### src/ptm_map.svh
// Register map, field positions, reset values and counts for the prescaler and timers A/B.
// Assumes a 4-bit register port with an 8-bit address and one 100 MHz clock.
`ifndef PTM_MAP_SVH
`define PTM_MAP_SVH

// ----------------------------------------------------------------------------
// Register offsets
// ----------------------------------------------------------------------------
`define PTM_ADDR_W        8
`define PTM_DATA_W        4
`define PTM_ADDR_IRQ      8'h02
`define PTM_ADDR_PINFN2   8'h0a
`define PTM_ADDR_TMA      8'h0f
`define PTM_ADDR_TIMER_B_MODE_REG1     8'h10
`define PTM_ADDR_TIMER_B_MODE_REG2     8'h11
`define PTM_ADDR_TB_LOW   8'h12
`define PTM_ADDR_TB_HIGH  8'h13

// ----------------------------------------------------------------------------
// Field positions
// ----------------------------------------------------------------------------
`define PTM_IRQ_A_BIT     0
`define PTM_IRQ_B_BIT     2
`define PTM_TMA_TB_BIT    3
`define PTM_TIMER_B_MODE_REG1_RLD_BIT  3
`define PTM_TIMER_B_MODE_REG2_PWM_BIT  2
`define PTM_PF2_EVT_BIT   0
`define PTM_PF2_OUT_BIT   3

// ----------------------------------------------------------------------------
// Reset values and counts
// ----------------------------------------------------------------------------
`define PTM_RST_NIBBLE    4'h0
`define PTM_PSS_W         11
`define PTM_PSW_W         8
`define PTM_SUB_PREDIV    8
`define PTM_SUB_PREDIV_W  3
`define PTM_TAP_W         4
`define PTM_TAP_CNT_W     16

`endif

### src/ptm_pkg.sv
// Types shared by the prescaler/timer block and its pin synchroniser.
// Assumes the constants of ptm_map.svh are included by the users.
package ptm_pkg;

  // --------------------------------------------------------------------------
  // Operating modes of the surrounding controller
  // --------------------------------------------------------------------------
  typedef enum logic [2:0] {
    OPM_ACTIVE    = 3'b000,
    OPM_STANDBY   = 3'b001,
    OPM_SUBACTIVE = 3'b010,
    OPM_WATCH     = 3'b011,
    OPM_STOP      = 3'b100
  } ptm_opmode_type;

  // --------------------------------------------------------------------------
  // Event edge selection and output waveform
  // --------------------------------------------------------------------------
  typedef enum logic [1:0] {
    EDGE_FALL  = 2'b00,
    EDGE_RISE  = 2'b01,
    EDGE_BOTH  = 2'b10,
    EDGE_BOTHX = 2'b11
  } ptm_edge_type;

  typedef enum logic {
    OUT_TOGGLE = 1'b0,
    OUT_PWM    = 1'b1
  } ptm_outmode_type;

  // --------------------------------------------------------------------------
  // Register port request
  // --------------------------------------------------------------------------
  typedef struct packed {
    logic [7:0] addr;
    logic [3:0] wrData;
    logic       wrStb;
    logic       rdStb;
  } ptm_busreq_type;

  // Edge report of a synchronised pin
  typedef struct packed {
    logic level;
    logic rise;
    logic fall;
  } ptm_pinev_type;

endpackage : ptm_pkg

### src/ptm_timers.sv
// Prescalers S and W with timer A and timer B of a small controller.
// Assumes one clock, a 4-bit register port with read data one cycle later,
// and the 32 kHz oscillator and event pins arriving asynchronously.
`timescale 1ns/10ps
`default_nettype none
`include "ptm_map.svh"
module ptm_timers
  import ptm_pkg::*;
#(
  parameter int PSS_W = `PTM_PSS_W,
  parameter int PSW_W = `PTM_PSW_W
) (
  // Clock, reset, freeze
  input  wire logic           ref_clk,
  input  wire logic           rstn,
  input  wire logic           clkEn,
  // Controller state
  input  wire ptm_opmode_type opMode,
  // Register port
  input  wire ptm_busreq_type busReq,
  output logic [3:0]          rdData,
  // Pins
  input  wire logic           subclkPin,
  input  wire logic           timerBEventPin,
  output logic                timerBOutputPin,
  output logic                timerBOutputEn,
  // Interrupt request flags
  output logic                timerAIrqFlag,
  output logic                timerBIrqFlag
);

  // --------------------------------------------------------------------------
  // Helper functions
  // --------------------------------------------------------------------------

  // Tap of prescaler S for a 3-bit select; smaller select, slower clock
  function automatic logic [3:0] tapOfSys(input logic [2:0] sel);
    logic [3:0] idx;
    idx = 4'h0;
    case (sel)
      3'h0:    idx = 4'ha;
      3'h1:    idx = 4'h9;
      3'h2:    idx = 4'h7;
      3'h3:    idx = 4'h5;
      3'h4:    idx = 4'h3;
      3'h5:    idx = 4'h2;
      3'h6:    idx = 4'h1;
      default: idx = 4'h0;
    endcase
    return idx;
  endfunction : tapOfSys

  // Tap of prescaler W for a 3-bit select in time-base use
  function automatic logic [3:0] tapOfSub(input logic [2:0] sel);
    logic [3:0] idx;
    idx = 4'h0;
    case (sel)
      3'h0:    idx = 4'h7;
      3'h1:    idx = 4'h6;
      3'h2:    idx = 4'h5;
      3'h3:    idx = 4'h4;
      3'h4:    idx = 4'h3;
      3'h5:    idx = 4'h2;
      3'h6:    idx = 4'h1;
      default: idx = 4'h0;
    endcase
    return idx;
  endfunction : tapOfSub

  // True when the divider's increment carries out of the tap bit
  function automatic logic tapHit(input logic [15:0] cnt, input logic [3:0] idx);
    logic [15:0] mask;
    mask = ~(16'hfffe << idx);
    return (cnt & mask) == mask;
  endfunction : tapHit

  // --------------------------------------------------------------------------
  // Declarations
  // --------------------------------------------------------------------------
  logic [PSS_W-1:0]               sysDiv_ff;
  logic [PSW_W-1:0]               subDiv_ff;
  logic [`PTM_SUB_PREDIV_W-1:0]   subPre_ff;
  logic [3:0]                     tmaMode_ff;
  logic [3:0]                     tmb1Mode_ff;
  logic [2:0]                     tmb2Mode_ff;
  logic [3:0]                     pinFn2_ff;
  logic [7:0]                     timerA_ff;
  logic [7:0]                     timerB_ff;
  logic [3:0]                     loadLow_ff;
  logic [3:0]                     loadHigh_ff;
  logic [7:0]                     duty_ff;
  logic [3:0]                     snapLow_ff;
  logic                           toggle_ff;
  ptm_pinev_type                  subEv;
  ptm_pinev_type                  evtEv;
  logic                           wrHit;
  logic                           rdHit;
  logic                           sysInc;
  logic                           subTick;
  logic                           subInc;
  logic                           subClear;
  logic                           tickA;
  logic                           tickB;
  logic                           ovfA;
  logic                           ovfB;
  logic                           evtEdge;
  logic                           loadHighWr;
  ptm_outmode_type                outMode;

  // --------------------------------------------------------------------------
  // Pin synchronisers
  // --------------------------------------------------------------------------
  ptm_pin_sync u_subSync (
    .ref_clk (ref_clk),
    .rstn    (rstn),
    .clkEn   (clkEn),
    .pinIn   (subclkPin),
    .pinEv   (subEv)
  );

  ptm_pin_sync u_evtSync (
    .ref_clk (ref_clk),
    .rstn    (rstn),
    .clkEn   (clkEn),
    .pinIn   (timerBEventPin),
    .pinEv   (evtEv)
  );

  // --------------------------------------------------------------------------
  // Count enables
  // --------------------------------------------------------------------------

  // Bus strobes are qualified here so every write site sees one term
  assign wrHit = busReq.wrStb;
  assign rdHit = busReq.rdStb;

  // Subclock ticks once per eight oscillator rises; stops only in stop mode
  assign subTick = subEv.rise && (subPre_ff == `PTM_SUB_PREDIV_W'(`PTM_SUB_PREDIV - 1));
  assign subInc  = subTick && (opMode != OPM_STOP);

  // System divider input follows the operating mode
  always_comb begin
    case (opMode)
      OPM_ACTIVE, OPM_STANDBY: sysInc = 1'b1;
      OPM_SUBACTIVE:           sysInc = subTick;
      default:                 sysInc = 1'b0;
    endcase
  end

  // All ones in mode bits 3..1 asks for a divider and timer A clear
  assign subClear = wrHit && (busReq.addr == `PTM_ADDR_TMA)
                    && (busReq.wrData[3:1] == 3'h7);

  // Timer A source: prescaler W tap in time-base use, else prescaler S tap
  assign tickA = tmaMode_ff[`PTM_TMA_TB_BIT]
               ? (subInc && tapHit(16'(subDiv_ff), tapOfSub(tmaMode_ff[2:0])))
               : (sysInc && tapHit(16'(sysDiv_ff), tapOfSys(tmaMode_ff[2:0])));
  assign ovfA  = tickA && (timerA_ff == 8'hff);

  // Event edge selection; the far end must space edges in both-edge use
  always_comb begin
    case (ptm_edge_type'(tmb2Mode_ff[1:0]))
      EDGE_FALL: evtEdge = evtEv.fall;
      EDGE_RISE: evtEdge = evtEv.rise;
      default:   evtEdge = evtEv.fall | evtEv.rise;
    endcase
  end

  // Timer B source: event pin when select is zero, else prescaler S tap
  assign tickB = (tmb1Mode_ff[2:0] == 3'h0)
               ? (evtEdge && pinFn2_ff[`PTM_PF2_EVT_BIT])
               : (sysInc && tapHit(16'(sysDiv_ff), tapOfSys(tmb1Mode_ff[2:0])));
  assign ovfB  = tickB && (timerB_ff == 8'hff);

  assign outMode    = ptm_outmode_type'(tmb2Mode_ff[`PTM_TIMER_B_MODE_REG2_PWM_BIT]);
  assign loadHighWr = wrHit && (busReq.addr == `PTM_ADDR_TB_HIGH);

  // --------------------------------------------------------------------------
  // Prescalers
  // --------------------------------------------------------------------------

  // Prescaler S runs free whenever its mode allows
  always_ff @(posedge ref_clk) begin
    if (!rstn) begin
      sysDiv_ff <= '0;
    end else if (clkEn && sysInc) begin
      sysDiv_ff <= sysDiv_ff + 1'b1;
    end
  end

  // Divide-by-eight in front of prescaler W
  always_ff @(posedge ref_clk) begin
    if (!rstn) begin
      subPre_ff <= '0;
    end else if (clkEn && subEv.rise) begin
      subPre_ff <= subPre_ff + 1'b1;
    end
  end

  // Prescaler W; a software clear beats a tick in the same cycle
  always_ff @(posedge ref_clk) begin
    if (!rstn) begin
      subDiv_ff <= '0;
    end else if (clkEn) begin
      if (subClear) begin
        subDiv_ff <= '0;
      end else if (subInc) begin
        subDiv_ff <= subDiv_ff + 1'b1;
      end
    end
  end

  // --------------------------------------------------------------------------
  // Mode and pin-function registers (write-only)
  // --------------------------------------------------------------------------
  always_ff @(posedge ref_clk) begin
    if (!rstn) begin
      tmaMode_ff  <= `PTM_RST_NIBBLE;
      tmb1Mode_ff <= `PTM_RST_NIBBLE;
      tmb2Mode_ff <= 3'h0;
      pinFn2_ff   <= `PTM_RST_NIBBLE;
    end else if (clkEn && wrHit) begin
      case (busReq.addr)
        `PTM_ADDR_TMA:    tmaMode_ff  <= busReq.wrData;
        `PTM_ADDR_TIMER_B_MODE_REG1:   tmb1Mode_ff <= busReq.wrData;
        `PTM_ADDR_TIMER_B_MODE_REG2:   tmb2Mode_ff <= busReq.wrData[2:0];
        `PTM_ADDR_PINFN2: pinFn2_ff   <= busReq.wrData;
        default: ;
      endcase
    end
  end

  // --------------------------------------------------------------------------
  // Timer A
  // --------------------------------------------------------------------------
  always_ff @(posedge ref_clk) begin
    if (!rstn) begin
      timerA_ff <= 8'h00;
    end else if (clkEn) begin
      if (subClear) begin
        timerA_ff <= 8'h00;
      end else if (tickA) begin
        timerA_ff <= timerA_ff + 8'h01;
      end
    end
  end

  // --------------------------------------------------------------------------
  // Interrupt request flags; a set in the clearing cycle wins
  // --------------------------------------------------------------------------
  always_ff @(posedge ref_clk) begin
    if (!rstn) begin
      timerAIrqFlag <= 1'b0;
      timerBIrqFlag <= 1'b0;
    end else if (clkEn) begin
      if (ovfA) begin
        timerAIrqFlag <= 1'b1;
      end else if (wrHit && busReq.addr == `PTM_ADDR_IRQ
                   && busReq.wrData[`PTM_IRQ_A_BIT]) begin
        timerAIrqFlag <= 1'b0;
      end
      if (ovfB) begin
        timerBIrqFlag <= 1'b1;
      end else if (wrHit && busReq.addr == `PTM_ADDR_IRQ
                   && busReq.wrData[`PTM_IRQ_B_BIT]) begin
        timerBIrqFlag <= 1'b0;
      end
    end
  end

  // --------------------------------------------------------------------------
  // Timer B load registers
  // --------------------------------------------------------------------------

  // Low nibble only stores; the counter waits for the high nibble
  always_ff @(posedge ref_clk) begin
    if (!rstn) begin
      loadLow_ff  <= `PTM_RST_NIBBLE;
      loadHigh_ff <= `PTM_RST_NIBBLE;
    end else if (clkEn && wrHit) begin
      if (busReq.addr == `PTM_ADDR_TB_LOW) begin
        loadLow_ff <= busReq.wrData;
      end
      if (busReq.addr == `PTM_ADDR_TB_HIGH) begin
        loadHigh_ff <= busReq.wrData;
      end
    end
  end

  // --------------------------------------------------------------------------
  // Timer B counter
  // --------------------------------------------------------------------------

  // PWM frames always span the full 256 counts, so the duty value never
  // moves the frame start except on an immediate-update write
  always_ff @(posedge ref_clk) begin
    if (!rstn) begin
      timerB_ff <= 8'h00;
    end else if (clkEn) begin
      if (loadHighWr) begin
        if (outMode == OUT_PWM) begin
          if (tmb1Mode_ff[`PTM_TIMER_B_MODE_REG1_RLD_BIT]) begin
            timerB_ff <= 8'h00;
          end
        end else begin
          timerB_ff <= {busReq.wrData, loadLow_ff};
        end
      end else if (ovfB) begin
        if (outMode == OUT_TOGGLE && tmb1Mode_ff[`PTM_TIMER_B_MODE_REG1_RLD_BIT]) begin
          timerB_ff <= {loadHigh_ff, loadLow_ff};
        end else begin
          timerB_ff <= 8'h00;
        end
      end else if (tickB) begin
        timerB_ff <= timerB_ff + 8'h01;
      end
    end
  end

  // Duty value: taken at frame end, or at once when the update bit is set
  always_ff @(posedge ref_clk) begin
    if (!rstn) begin
      duty_ff <= 8'h00;
    end else if (clkEn) begin
      if (loadHighWr && tmb1Mode_ff[`PTM_TIMER_B_MODE_REG1_RLD_BIT]) begin
        duty_ff <= {busReq.wrData, loadLow_ff};
      end else if (ovfB) begin
        duty_ff <= {loadHigh_ff, loadLow_ff};
      end
    end
  end

  // --------------------------------------------------------------------------
  // Timer B output
  // --------------------------------------------------------------------------

  // Toggle state flips on the clock that overflows the counter
  always_ff @(posedge ref_clk) begin
    if (!rstn) begin
      toggle_ff <= 1'b0;
    end else if (clkEn && ovfB) begin
      toggle_ff <= ~toggle_ff;
    end
  end

  // Pin level and enable come from flops; PWM lags the counter one cycle
  always_ff @(posedge ref_clk) begin
    if (!rstn) begin
      timerBOutputPin <= 1'b0;
      timerBOutputEn  <= 1'b0;
    end else if (clkEn) begin
      timerBOutputEn <= pinFn2_ff[`PTM_PF2_OUT_BIT];
      if (outMode == OUT_PWM) begin
        timerBOutputPin <= (timerB_ff < duty_ff);
      end else begin
        timerBOutputPin <= toggle_ff;
      end
    end
  end

  // --------------------------------------------------------------------------
  // Read path: data stand in the cycle after the strobe only
  // --------------------------------------------------------------------------
  always_ff @(posedge ref_clk) begin
    if (!rstn) begin
      snapLow_ff <= 4'h0;
    end else if (clkEn && rdHit && busReq.addr == `PTM_ADDR_TB_HIGH) begin
      snapLow_ff <= timerB_ff[3:0];
    end
  end

  // Write-only and unmapped locations read as zero
  always_ff @(posedge ref_clk) begin
    if (!rstn) begin
      rdData <= 4'h0;
    end else if (clkEn) begin
      rdData <= 4'h0;
      if (rdHit) begin
        case (busReq.addr)
          `PTM_ADDR_TB_HIGH: rdData <= timerB_ff[7:4];
          `PTM_ADDR_TB_LOW:  rdData <= snapLow_ff;
          `PTM_ADDR_IRQ:     rdData <= {1'b0, timerBIrqFlag, 1'b0, timerAIrqFlag};
          default:           rdData <= 4'h0;
        endcase
      end
    end
  end

endmodule : ptm_timers
`default_nettype wire

### src/ptm_pin_sync.sv
// Three-stage pin synchroniser with filtered level and edge pulses.
// Assumes an asynchronous pin; a change is taken once stages two and three agree.
`timescale 1ns/10ps
`default_nettype none
module ptm_pin_sync
  import ptm_pkg::*;
(
  // Clock and reset
  input  wire logic     ref_clk,
  input  wire logic     rstn,
  input  wire logic     clkEn,
  // Pin and result
  input  wire logic     pinIn,
  output ptm_pinev_type pinEv
);

  logic [2:0] stage_ff;
  logic       level_ff;
  logic       rise_ff;
  logic       fall_ff;

  // Shift chain; stage 0 is only read by stage 1
  always_ff @(posedge ref_clk) begin
    if (!rstn) begin
      stage_ff <= 3'h0;
    end else if (clkEn) begin
      stage_ff <= {stage_ff[1:0], pinIn};
    end
  end

  // Accept a new level only when the two later stages agree
  always_ff @(posedge ref_clk) begin
    if (!rstn) begin
      level_ff <= 1'b0;
      rise_ff  <= 1'b0;
      fall_ff  <= 1'b0;
    end else if (clkEn) begin
      rise_ff <= 1'b0;
      fall_ff <= 1'b0;
      if (stage_ff[1] == stage_ff[2] && stage_ff[2] != level_ff) begin
        level_ff <= stage_ff[2];
        rise_ff  <= stage_ff[2];
        fall_ff  <= ~stage_ff[2];
      end
    end
  end

  assign pinEv = '{level: level_ff, rise: rise_ff, fall: fall_ff};

endmodule : ptm_pin_sync
`default_nettype wire

### config.mk
export PLATFORM = sky130hd
export DESIGN_NAME = ptm_timers
export DESIGN_NICKNAME = d
export VERILOG_FILES = /design/src/ptm_pkg.sv /design/src/ptm_timers.sv /design/src/ptm_pin_sync.sv
export VERILOG_INCLUDE_DIRS = /design/src
export SDC_FILE = /design/constraint.sdc
export NUM_CORES = 1
export LEC_CHECK = 0
export BUFFER_PORTS_ARGS = -buffer_cell sky130_fd_sc_hd__buf_2
export CORE_UTILIZATION = 50
export DETAILED_ROUTE_END_ITERATION = 10
export HOLD_SLACK_MARGIN = 0.02
export PLACE_DENSITY_LB_ADDON = 0.2
export REMOVE_ABC_BUFFERS = 1
export SYNTH_ARGS = -nofsm -noshare
export SYNTH_HDL_FRONTEND = slang
export SYNTH_SLANG_ARGS = --single-unit
export TNS_END_PERCENT = 1
### constraint.sdc
create_clock -name ref_clk -period 2.6 [get_ports ref_clk]
set_input_delay 0 -clock ref_clk [delete_from_list [all_inputs] [get_ports ref_clk]]
set_output_delay 0 -clock ref_clk [all_outputs]
set_load 0.02 [all_outputs]
==> impl_summary.txt, run 1 <==
----------------------------------------------------
[Pwr]
  Leakage dissipation ... 1.95 nW
  Net switching share of the total power ... 23.8%
  Sequential fraction of design power ... 55.7%
  Post-layout total power ... 2.52 mW
  Clock network fraction of design power ... 39.0%
  Pwr Density ... 467 nW/um^2
  Net Switching ... 600 uW
  Relative contribution of combinational cells to total power ... 5.3%
  Maximum resistive drop on vdd ... 0.365 mV
  Int Pwr ... 1.92 mW

[Global routing]
  Global-route congestion overflow total ... 0
  Global-route wire length before repair ... 18700 um
  Number of antenna violations at the first check in global routing ... 0
  Global routing met3 resource utilization ... 5.29%
  Vias in the first global route ... 3891
  Global-route track usage on met1 ... 29.5%
  Overall global routing resource usage ... 23.9%
  Met2 track demand over resource ... 40.5%
  Maximum number of pins on one net before global-route repair ... 35
  Gr busiest metal ... met2

[Setup path]
  Required time at the worst-slack endpoint ... 2.90 ns
  Cell Chain, Critical Path ... ha_1 > ha_1 > nand3b_2 > a21oi_1 > nand3_1 > o21ai_4 > o21a_2 > nand3_1 > o21ai_1
  Signal arrival time at the worst endpoint ... 2.61 ns
  Category of the critical setup timing path ... register to register
  Delay of the slowest cell on the worst path ... 0.36 ns
  Worst reg2reg startpoint ... subPre_ff[0]
  Depth of the most critical reg-to-reg path ... 9
  Capture instance of the worst register-to-register path ... duty_ff[5]
  Critical-path top delay cell ... sky130_fd_sc_hd__dfxtp_1
  Category of the worst setup path capture point ... register
  Peak fanout along the critical path ... 16
  Launching element type of the critical path ... register
  Flop-to-flop setup slack ... 0.29 ns

[Synthesis]
  Post-synthesis cell area ... 4840 um^2
  EDFF count, synth ... 0
  Sequential area share after synthesis ... 37.6%
  Number of distinct standard cells referenced by the synthesized netlist ... 79
  Post-synthesis sequential element count ... 91
  Async S/R FF share, synth ... 0%
  Most used flip-flop cell after synthesis ... sky130_fd_sc_hd__dfxtp_1
  Total number of yosys warnings ... 0
  Syn_area_per_cell ... 8.74 um^2
  Number of instances in the synthesized netlist ... 554

[Floorplanning]
  Standard-cell row count ... 35
  Core area ... 9330 um^2
  Initial Utilization ... 51.9%
  Die boundary width ... 100 um
  Number of top-level pins ... 30
  Area of the die ... 10100 um^2
  Die Ht ... 100 um

[Detailed routing]
  Residual antenna-violating net count after detailed routing ... 0
  Remaining design rule violation count ... 0
  Via total after detailed routing ... 4074
  Drt wl/cell ... 15.6 um
  DRC marker count from the first detailed-route iteration ... 126
  First drt pass iteration count ... 4
  Vias per Instance ... 5.66
  Detailed Route WL ... 11300 um

[Layout]
  Cell area after layout ... 5400 um^2
  Final antenna diode count ... 0
  Sequential cell area ... 1820 um^2
  Multi-input logic area ... 2840 um^2
  Layout cell share with drive strength beyond 1 ... 15.1%
  Number of fillers in the final layout ... 866
  Area grow syn2layout ... 11.4%
  NumNets Final ... 621
  Non-filler cells, final ... 720

[Placed design]
  Number of placed instances with taps included ... 694
  HPWL Detailed ... 8080 um
  Routability congestion estimate from global placement ... 0.874
  Count of input and output buffers ... 29
  DP Area ... 5090 um^2
  Pre-CTS worst setup slack ... 0.249 ns

[STA]
  Number of setup violations in the final report ... 0
  Final Skew ... 0.00963 ns
  Final worst path period share ... 88.8%
  Number of hold-slack violations in the final timing report ... 0
  Least setup slack across all paths after layout ... 0.290 ns
  Unrepaired setup endpoints after global routing ... false
  Achievable frequency ... 433 MHz
  Final period demand of the worst path ... 2.31 ns
  Final max-slew violation count ... 0
  Slew headroom ... 62.4%
  Slew at the pin closest to its max-slew limit ... 0.564 ns
  Final-layout setup total negative slack ... 0 ns

[Worst hold path]
  Min-Delay Path Depth ... 4
  Hold worst-path end ... tmb2Mode_ff[0]
  Class of the worst hold path ... input port to register
  Min-Delay Startpoint ... busReq[7]

[Clock network]
  Maximum count of clock buffers along a single path ... 2
  CTS Root Cell ... sky130_fd_sc_hd__clkbuf_8
  Num Clock Sinks ... 91
  Num CTS Buffers ... 9
  Post-CTS Setup Bufs ... 0
  Clock transition at the register clock pins on the worst setup and hold paths after CTS ... 0.09 ns
  TritonCTS clock tree ... yes
  Clock latency reported for the late side of the worst-skew pair ... 0.37 ns
  H-tree lvl count ... 3

[Run status]
  Result of the run ... complete, no violations

[Flow run]
  Max-cap violations ... 0

----------------------------------------------------
==> metrics by stage <==
step | util [%] | hold WS (ns)
after floorplan | - | 0.100
after global placement | 54.5 | 0.260
after detailed placement | 54.5 | 0.273
after CTS | 57.8 | 0.0213
after global routing | 57.9 | 0.0781
final | 57.9 | 0.0533
==> cells in the mapped netlist, types with 4 or more instances <==
master                     number  area [um^2]
sky130_fd_sc_hd__dfxtp_1       91         1820
sky130_fd_sc_hd__nand2_1       68          255
sky130_fd_sc_hd__nand3_1       41          205
sky130_fd_sc_hd__nor2b_1       26          163
sky130_fd_sc_hd__nor2_1        24         90.1
sky130_fd_sc_hd__o21ai_0       24          120
sky130_fd_sc_hd__a21boi_0      22          165
sky130_fd_sc_hd__mux2i_1       22          220
sky130_fd_sc_hd__a21oi_1       16         80.1
sky130_fd_sc_hd__clkbuf_1      16         60.1
sky130_fd_sc_hd__and2_1        15         93.8
sky130_fd_sc_hd__inv_1         14         52.6
sky130_fd_sc_hd__xnor2_1       14          123
sky130_fd_sc_hd__ha_1          13          163
sky130_fd_sc_hd__xor2_1        13          114
sky130_fd_sc_hd__nand4_1       11         68.8
sky130_fd_sc_hd__and3_1         8         50.1
sky130_fd_sc_hd__nor3_1         7         35.0
sky130_fd_sc_hd__a21o_1         5         37.5
sky130_fd_sc_hd__buf_2          5         25.0
sky130_fd_sc_hd__a211oi_1       4         30.0
sky130_fd_sc_hd__a31oi_1        4         25.0
sky130_fd_sc_hd__mux2_2         4         45.0
sky130_fd_sc_hd__nand2b_1       4         25.0
sky130_fd_sc_hd__o21a_1         4         30.0
sky130_fd_sc_hd__o21ai_1        4         20.0
==> area by class of cell <==
cell class,instances,share of cell area [%]
inverters,15,1.04
clock buffers,10,2.55
multi-input cells,421,52.7
well taps,129,2.99
flip-flops and latches,91,33.8
repair buffers,48,5.80
clock inverters,6,1.21
==> timing repair <==
item                       4_1_cts  5_1_grt
hold endpoints to repair        17        0
setup endpoints to repair        0        4
hold buffers                    10        0
gates resized for setup          0        1
==> per-layer routing <==
metal  vias up  part of all wire (%)
li1       2033                     -
met1      1913                    45
met2       107                    48
met3        21                   5.5
met4         0                   2.1
met5         -                     0
==> cell usage in the layout, fill, tap and decap left out, types with 3 or more instances in the layout <==
cell / synthesis / layout
sky130_fd_sc_hd__nand2_1: 68 / 68
sky130_fd_sc_hd__a31oi_1: 4 / 4
sky130_fd_sc_hd__mux2i_1: 22 / 22
sky130_fd_sc_hd__and2_1: 15 / 15
sky130_fd_sc_hd__a21o_1: 5 / 5
sky130_fd_sc_hd__o21a_1: 4 / 4
sky130_fd_sc_hd__buf_4: 0 / 9
sky130_fd_sc_hd__nor2b_1: 26 / 26
sky130_fd_sc_hd__nor4_1: 3 / 3
sky130_fd_sc_hd__nand3_1: 41 / 41
sky130_fd_sc_hd__a22oi_1: 3 / 3
sky130_fd_sc_hd__buf_2: 5 / 29
sky130_fd_sc_hd__a211oi_1: 4 / 4
sky130_fd_sc_hd__inv_1: 14 / 14
sky130_fd_sc_hd__ha_1: 13 / 13
sky130_fd_sc_hd__nand2b_1: 4 / 4
sky130_fd_sc_hd__a22o_1: 3 / 3
sky130_fd_sc_hd__dlygate4sd3_1: 0 / 10
sky130_fd_sc_hd__nor2_1: 24 / 24
sky130_fd_sc_hd__clkbuf_8: 0 / 10
sky130_fd_sc_hd__o21ai_1: 4 / 4
sky130_fd_sc_hd__a21oi_1: 16 / 16
sky130_fd_sc_hd__xor2_1: 13 / 13
sky130_fd_sc_hd__nor3_1: 7 / 7
sky130_fd_sc_hd__and3_1: 8 / 8
sky130_fd_sc_hd__dfxtp_1: 91 / 91
sky130_fd_sc_hd__o22ai_1: 3 / 3
sky130_fd_sc_hd__nand3b_1: 3 / 3
sky130_fd_sc_hd__nand4_1: 11 / 11
sky130_fd_sc_hd__mux2_2: 4 / 4
sky130_fd_sc_hd__a21boi_0: 22 / 22
sky130_fd_sc_hd__xnor2_1: 14 / 14
sky130_fd_sc_hd__o21ai_0: 24 / 24
sky130_fd_sc_hd__or3_1: 3 / 3
==> logic make-up (layout without fill, tap and decap cells) <==
family          Yosys count  after routing  share of synthesized area, %
compound gates          113            113                          16.9
xor+xnor                 27             27                          4.88
fa+ha+maj                13             13                          3.36
buf+inv                  42             79                          3.85
flops                    91             91                          37.6
mux                      26             26                          5.48
simple gates            242            242                          28.0
==> power groups by stage <==
stage               Clock, mW  Sequential, mW  Combinational, mW
floorplan                   0            1.44             0.0469
global placement            0            1.44              0.122
detailed placement          0            1.44              0.124
CTS                      1.01            1.40              0.134
global route             1.07            1.40              0.145
finish                  0.981            1.40              0.134
==> how the worst max path moves through the flow <==
stage	start	endpoint	cells after the start	slack, ns
6_report	subPre_ff[0]	duty_ff[5]	9	0.29
5_1_grt	subPre_ff[0]	duty_ff[1]	9	0.08
4_1_cts	subPre_ff[0]	duty_ff[1]	9	0.23
3_5_place_dp	subPre_ff[0]	duty_ff[1]	9	0.25
3_3_place_gp	subPre_ff[0]	duty_ff[5]	9	0.43
2_1_floorplan	subPre_ff[0]	sysDiv_ff[10]	9	0.55
==> state kept, by name (all words and copies together) (netlist names), 2 cells and up <==
name and flops:
tmaMode_ff 4, tmb2Mode_ff 3, subDiv_ff 8, timerA_ff 8
tmb1Mode_ff 4, duty_ff 8, u_evtSync.stage_ff 3, rdData 4
loadLow_ff 4, subPre_ff 3, loadHigh_ff 4, sysDiv_ff 11
snapLow_ff 4, timerB_ff 8, pinFn2_ff 2, u_subSync.stage_ff 3
==> critical path, delay by kind of cell (launching register included) <==
kind / cells / cell delay (ns)
AOI/OAI and AO/OA: 4 / 1.11
and+or+nand+nor: 3 / 0.41
DFF: 1 / 0.36
adders and majority gates: 2 / 0.35
(Power assumes the default switching activity.)
==> run 2, diff against run 1 <==
--- a/config.mk
+++ b/config.mk
@@ -9,7 +9,7 @@
 export BUFFER_PORTS_ARGS = -buffer_cell sky130_fd_sc_hd__buf_2
 export CORE_UTILIZATION = 50
 export DETAILED_ROUTE_END_ITERATION = 10
-export HOLD_SLACK_MARGIN = 0.02
+export HOLD_SLACK_MARGIN = 0.12
 export PLACE_DENSITY_LB_ADDON = 0.2
 export REMOVE_ABC_BUFFERS = 1
 export SYNTH_ARGS = -nofsm -noshare
==> run 2 against run 1 <==
- first-iteration DRC count grew 31%
- die area is the same
- critical path depth did not move
- critical path type unchanged
- largest cell class unchanged
- sequential power hardly changed
- largest power group unchanged
- worst hold slack gained 0.098 ns
- critical endpoint unchanged
==> impl_summary.txt, run 2 (synthesis results as in run 1) <==
----------------------------------------------------
[STA]
  Final period demand of the worst path ... 2.31 ns
  Number of hold-slack violations in the final timing report ... 0
  Achievable frequency ... 433 MHz
  Slew headroom ... 61.8%
  Final Skew ... 0.00964 ns
  Final-layout setup total negative slack ... 0 ns
  Unrepaired setup endpoints after global routing ... false
  Final worst path period share ... 88.8%
  Number of setup violations in the final report ... 0
  Hold_ws ... 0.151 ns
  Slew at the pin closest to its max-slew limit ... 0.573 ns
  Final max-slew violation count ... 0

[Layout]
  Multi-input logic area ... 2840 um^2
  Non-filler cells, final ... 725
  Number of flip-flops under the largest register name ... 11
  Cell area after layout ... 5450 um^2
  Final Util ... 58.4%
  Final antenna diode count ... 0
  Area grow syn2layout ... 12.5%
  NumNets Final ... 626
  Number of fillers in the final layout ... 860
  Layout cell share with drive strength beyond 1 ... 14.9%
  Most frequent cells in the layout ... sky130_fd_sc_hd__dfxtp_1 (91), sky130_fd_sc_hd__nand2_1 (68), sky130_fd_sc_hd__nand3_1 (41), sky130_fd_sc_hd__buf_2 (29), sky130_fd_sc_hd__nor2b_1 (26)
  Most common library cell in the layout ignoring fill and taps ... sky130_fd_sc_hd__dfxtp_1
  Top reg by flops ... sysDiv_ff
  Sequential cell area ... 1820 um^2

[Clock network]
  CTS Root Cell ... sky130_fd_sc_hd__clkbuf_8
  Num CTS Buffers ... 9
  H-tree lvl count ... 3
  Clock transition at the register clock pins on the worst setup and hold paths after CTS ... 0.09 ns
  Maximum count of clock buffers along a single path ... 2
  Clock latency reported for the late side of the worst-skew pair ... 0.37 ns
  Num Clock Sinks ... 91
  TritonCTS clock tree ... yes

[Setup path]
  Peak fanout along the critical path ... 16
  Category of the critical setup timing path ... register to register
  Signal arrival time at the worst endpoint ... 2.61 ns
  Delay of the slowest cell on the worst path ... 0.36 ns
  Cell Chain, Critical Path ... ha_1 > ha_1 > nand3b_2 > a21oi_1 > nand3_1 > o21ai_4 > o21a_2 > nand3_1 > o21ai_1
  Buffers and inverters on the worst path ... 0
  Required time at the worst-slack endpoint ... 2.90 ns
  Crit path max-delay family ... compound AO/OA/AOI/OAI gates
  Category of the worst setup path capture point ... register
  Launching element type of the critical path ... register
  Critical-path top delay cell ... sky130_fd_sc_hd__dfxtp_1

[Flow run]
  Max-cap violations ... 0

[Pwr]
  Leakage dissipation ... 1.97 nW
  Pwr Density ... 463 nW/um^2
  Maximum resistive drop on vdd ... 0.365 mV

[Detailed routing]
  First drt pass iteration count ... 5
  Drt wl/cell ... 15.7 um
  Residual antenna-violating net count after detailed routing ... 0
  Via total after detailed routing ... 4112
  DRC marker count from the first detailed-route iteration ... 165
  Vias per Instance ... 5.67
  Remaining design rule violation count ... 0
  Detailed Route WL ... 11400 um

[Global routing]
  Global-route wire length before repair ... 18800 um
  Maximum number of pins on one net before global-route repair ... 35
  Global-route congestion overflow total ... 0
  Overall global routing resource usage ... 24.0%
  Number of antenna violations at the first check in global routing ... 0
  Vias in the first global route ... 3920

[Floorplanning]
  Number of top-level pins ... 30
  Initial Utilization ... 51.9%
  Standard-cell row count ... 35
  Core area ... 9330 um^2
  Area of the die ... 10100 um^2
  Die boundary width ... 100 um
  Die Ht ... 100 um

[Placed design]
  Number of placed instances with taps included ... 694
  Routability congestion estimate from global placement ... 0.874
  HPWL Detailed ... 8080 um
  Count of input and output buffers ... 29
  DP Area ... 5090 um^2

[Run status]
  Result of the run ... complete, no violations

[Worst hold path]
  Class of the worst hold path ... input port to register

----------------------------------------------------
[run 2: changes by cell type in the layout (fill, tap and decap cells not counted), sizes merged]
cell         previous run  this run
dlygate4sd3            10        15
[run 2: worst paths after layout]
check                           depth (start not counted)         start  slack [ns]            to
worst max-delay path                                    9  subPre_ff[0]        0.29    duty_ff[5]
worst min-delay path                                    4     opMode[1]        0.15  sysDiv_ff[0]
worst min register to register                          2    duty_ff[3]        0.46    duty_ff[3]
worst max register to register                          9  subPre_ff[0]        0.29    duty_ff[5]
[run 2: metal layers]
layer	track usage [%]	wire, um	vias to the layer above
li1	-	-	2039
met1	29.5	5180	1965
met2	40.8	5470	87
met3	5.29	488	21
met4	9.25	237	0
met5	0	0	-
[run 2: area by class of cell]
type | count | area share, %
clock buffer | 10 | 2.53
multi-input combinational | 421 | 52.2
inverter | 15 | 1.03
sequential | 91 | 33.4
clock inverter | 6 | 1.19
timing repair buffer | 53 | 6.66
tap | 129 | 2.96
[run 2: tightest hold or removal path, cell delays in order]
cell and delay, ns:
sky130_fd_sc_hd__buf_2 0.13, sky130_fd_sc_hd__a211oi_4 0.10, sky130_fd_sc_hd__xor2_1 0.12, sky130_fd_sc_hd__and2_1 0.14
[run 2: per-stage QoR]
stage | power, mW | setup slack, ns
2_1_floorplan | 1.48 | 0.549
4_1_cts | 2.56 | 0.227
3_3_place_gp | 1.56 | 0.430
3_5_place_dp | 1.56 | 0.249
6_report | 2.52 | 0.291
5_1_grt | 2.63 | 0.0800
[run 2: report_power, final]
part / switching (mW) / total, mW / internal [mW]
clock: 0.511 / 0.981 / 0.470
combinational: 0.0852 / 0.139 / 0.0541
sequential: 0.00548 / 1.40 / 1.40
total: 0.602 / 2.52 / 1.92
[run 2: repair_timing]
item | CTS | global route
resized for setup | 0 | 1
endpoints found under the setup margin | 0 | 4
hold endpoints to repair | 33 | 0
hold buffers | 15 | 0
setup buffers | 0 | 0
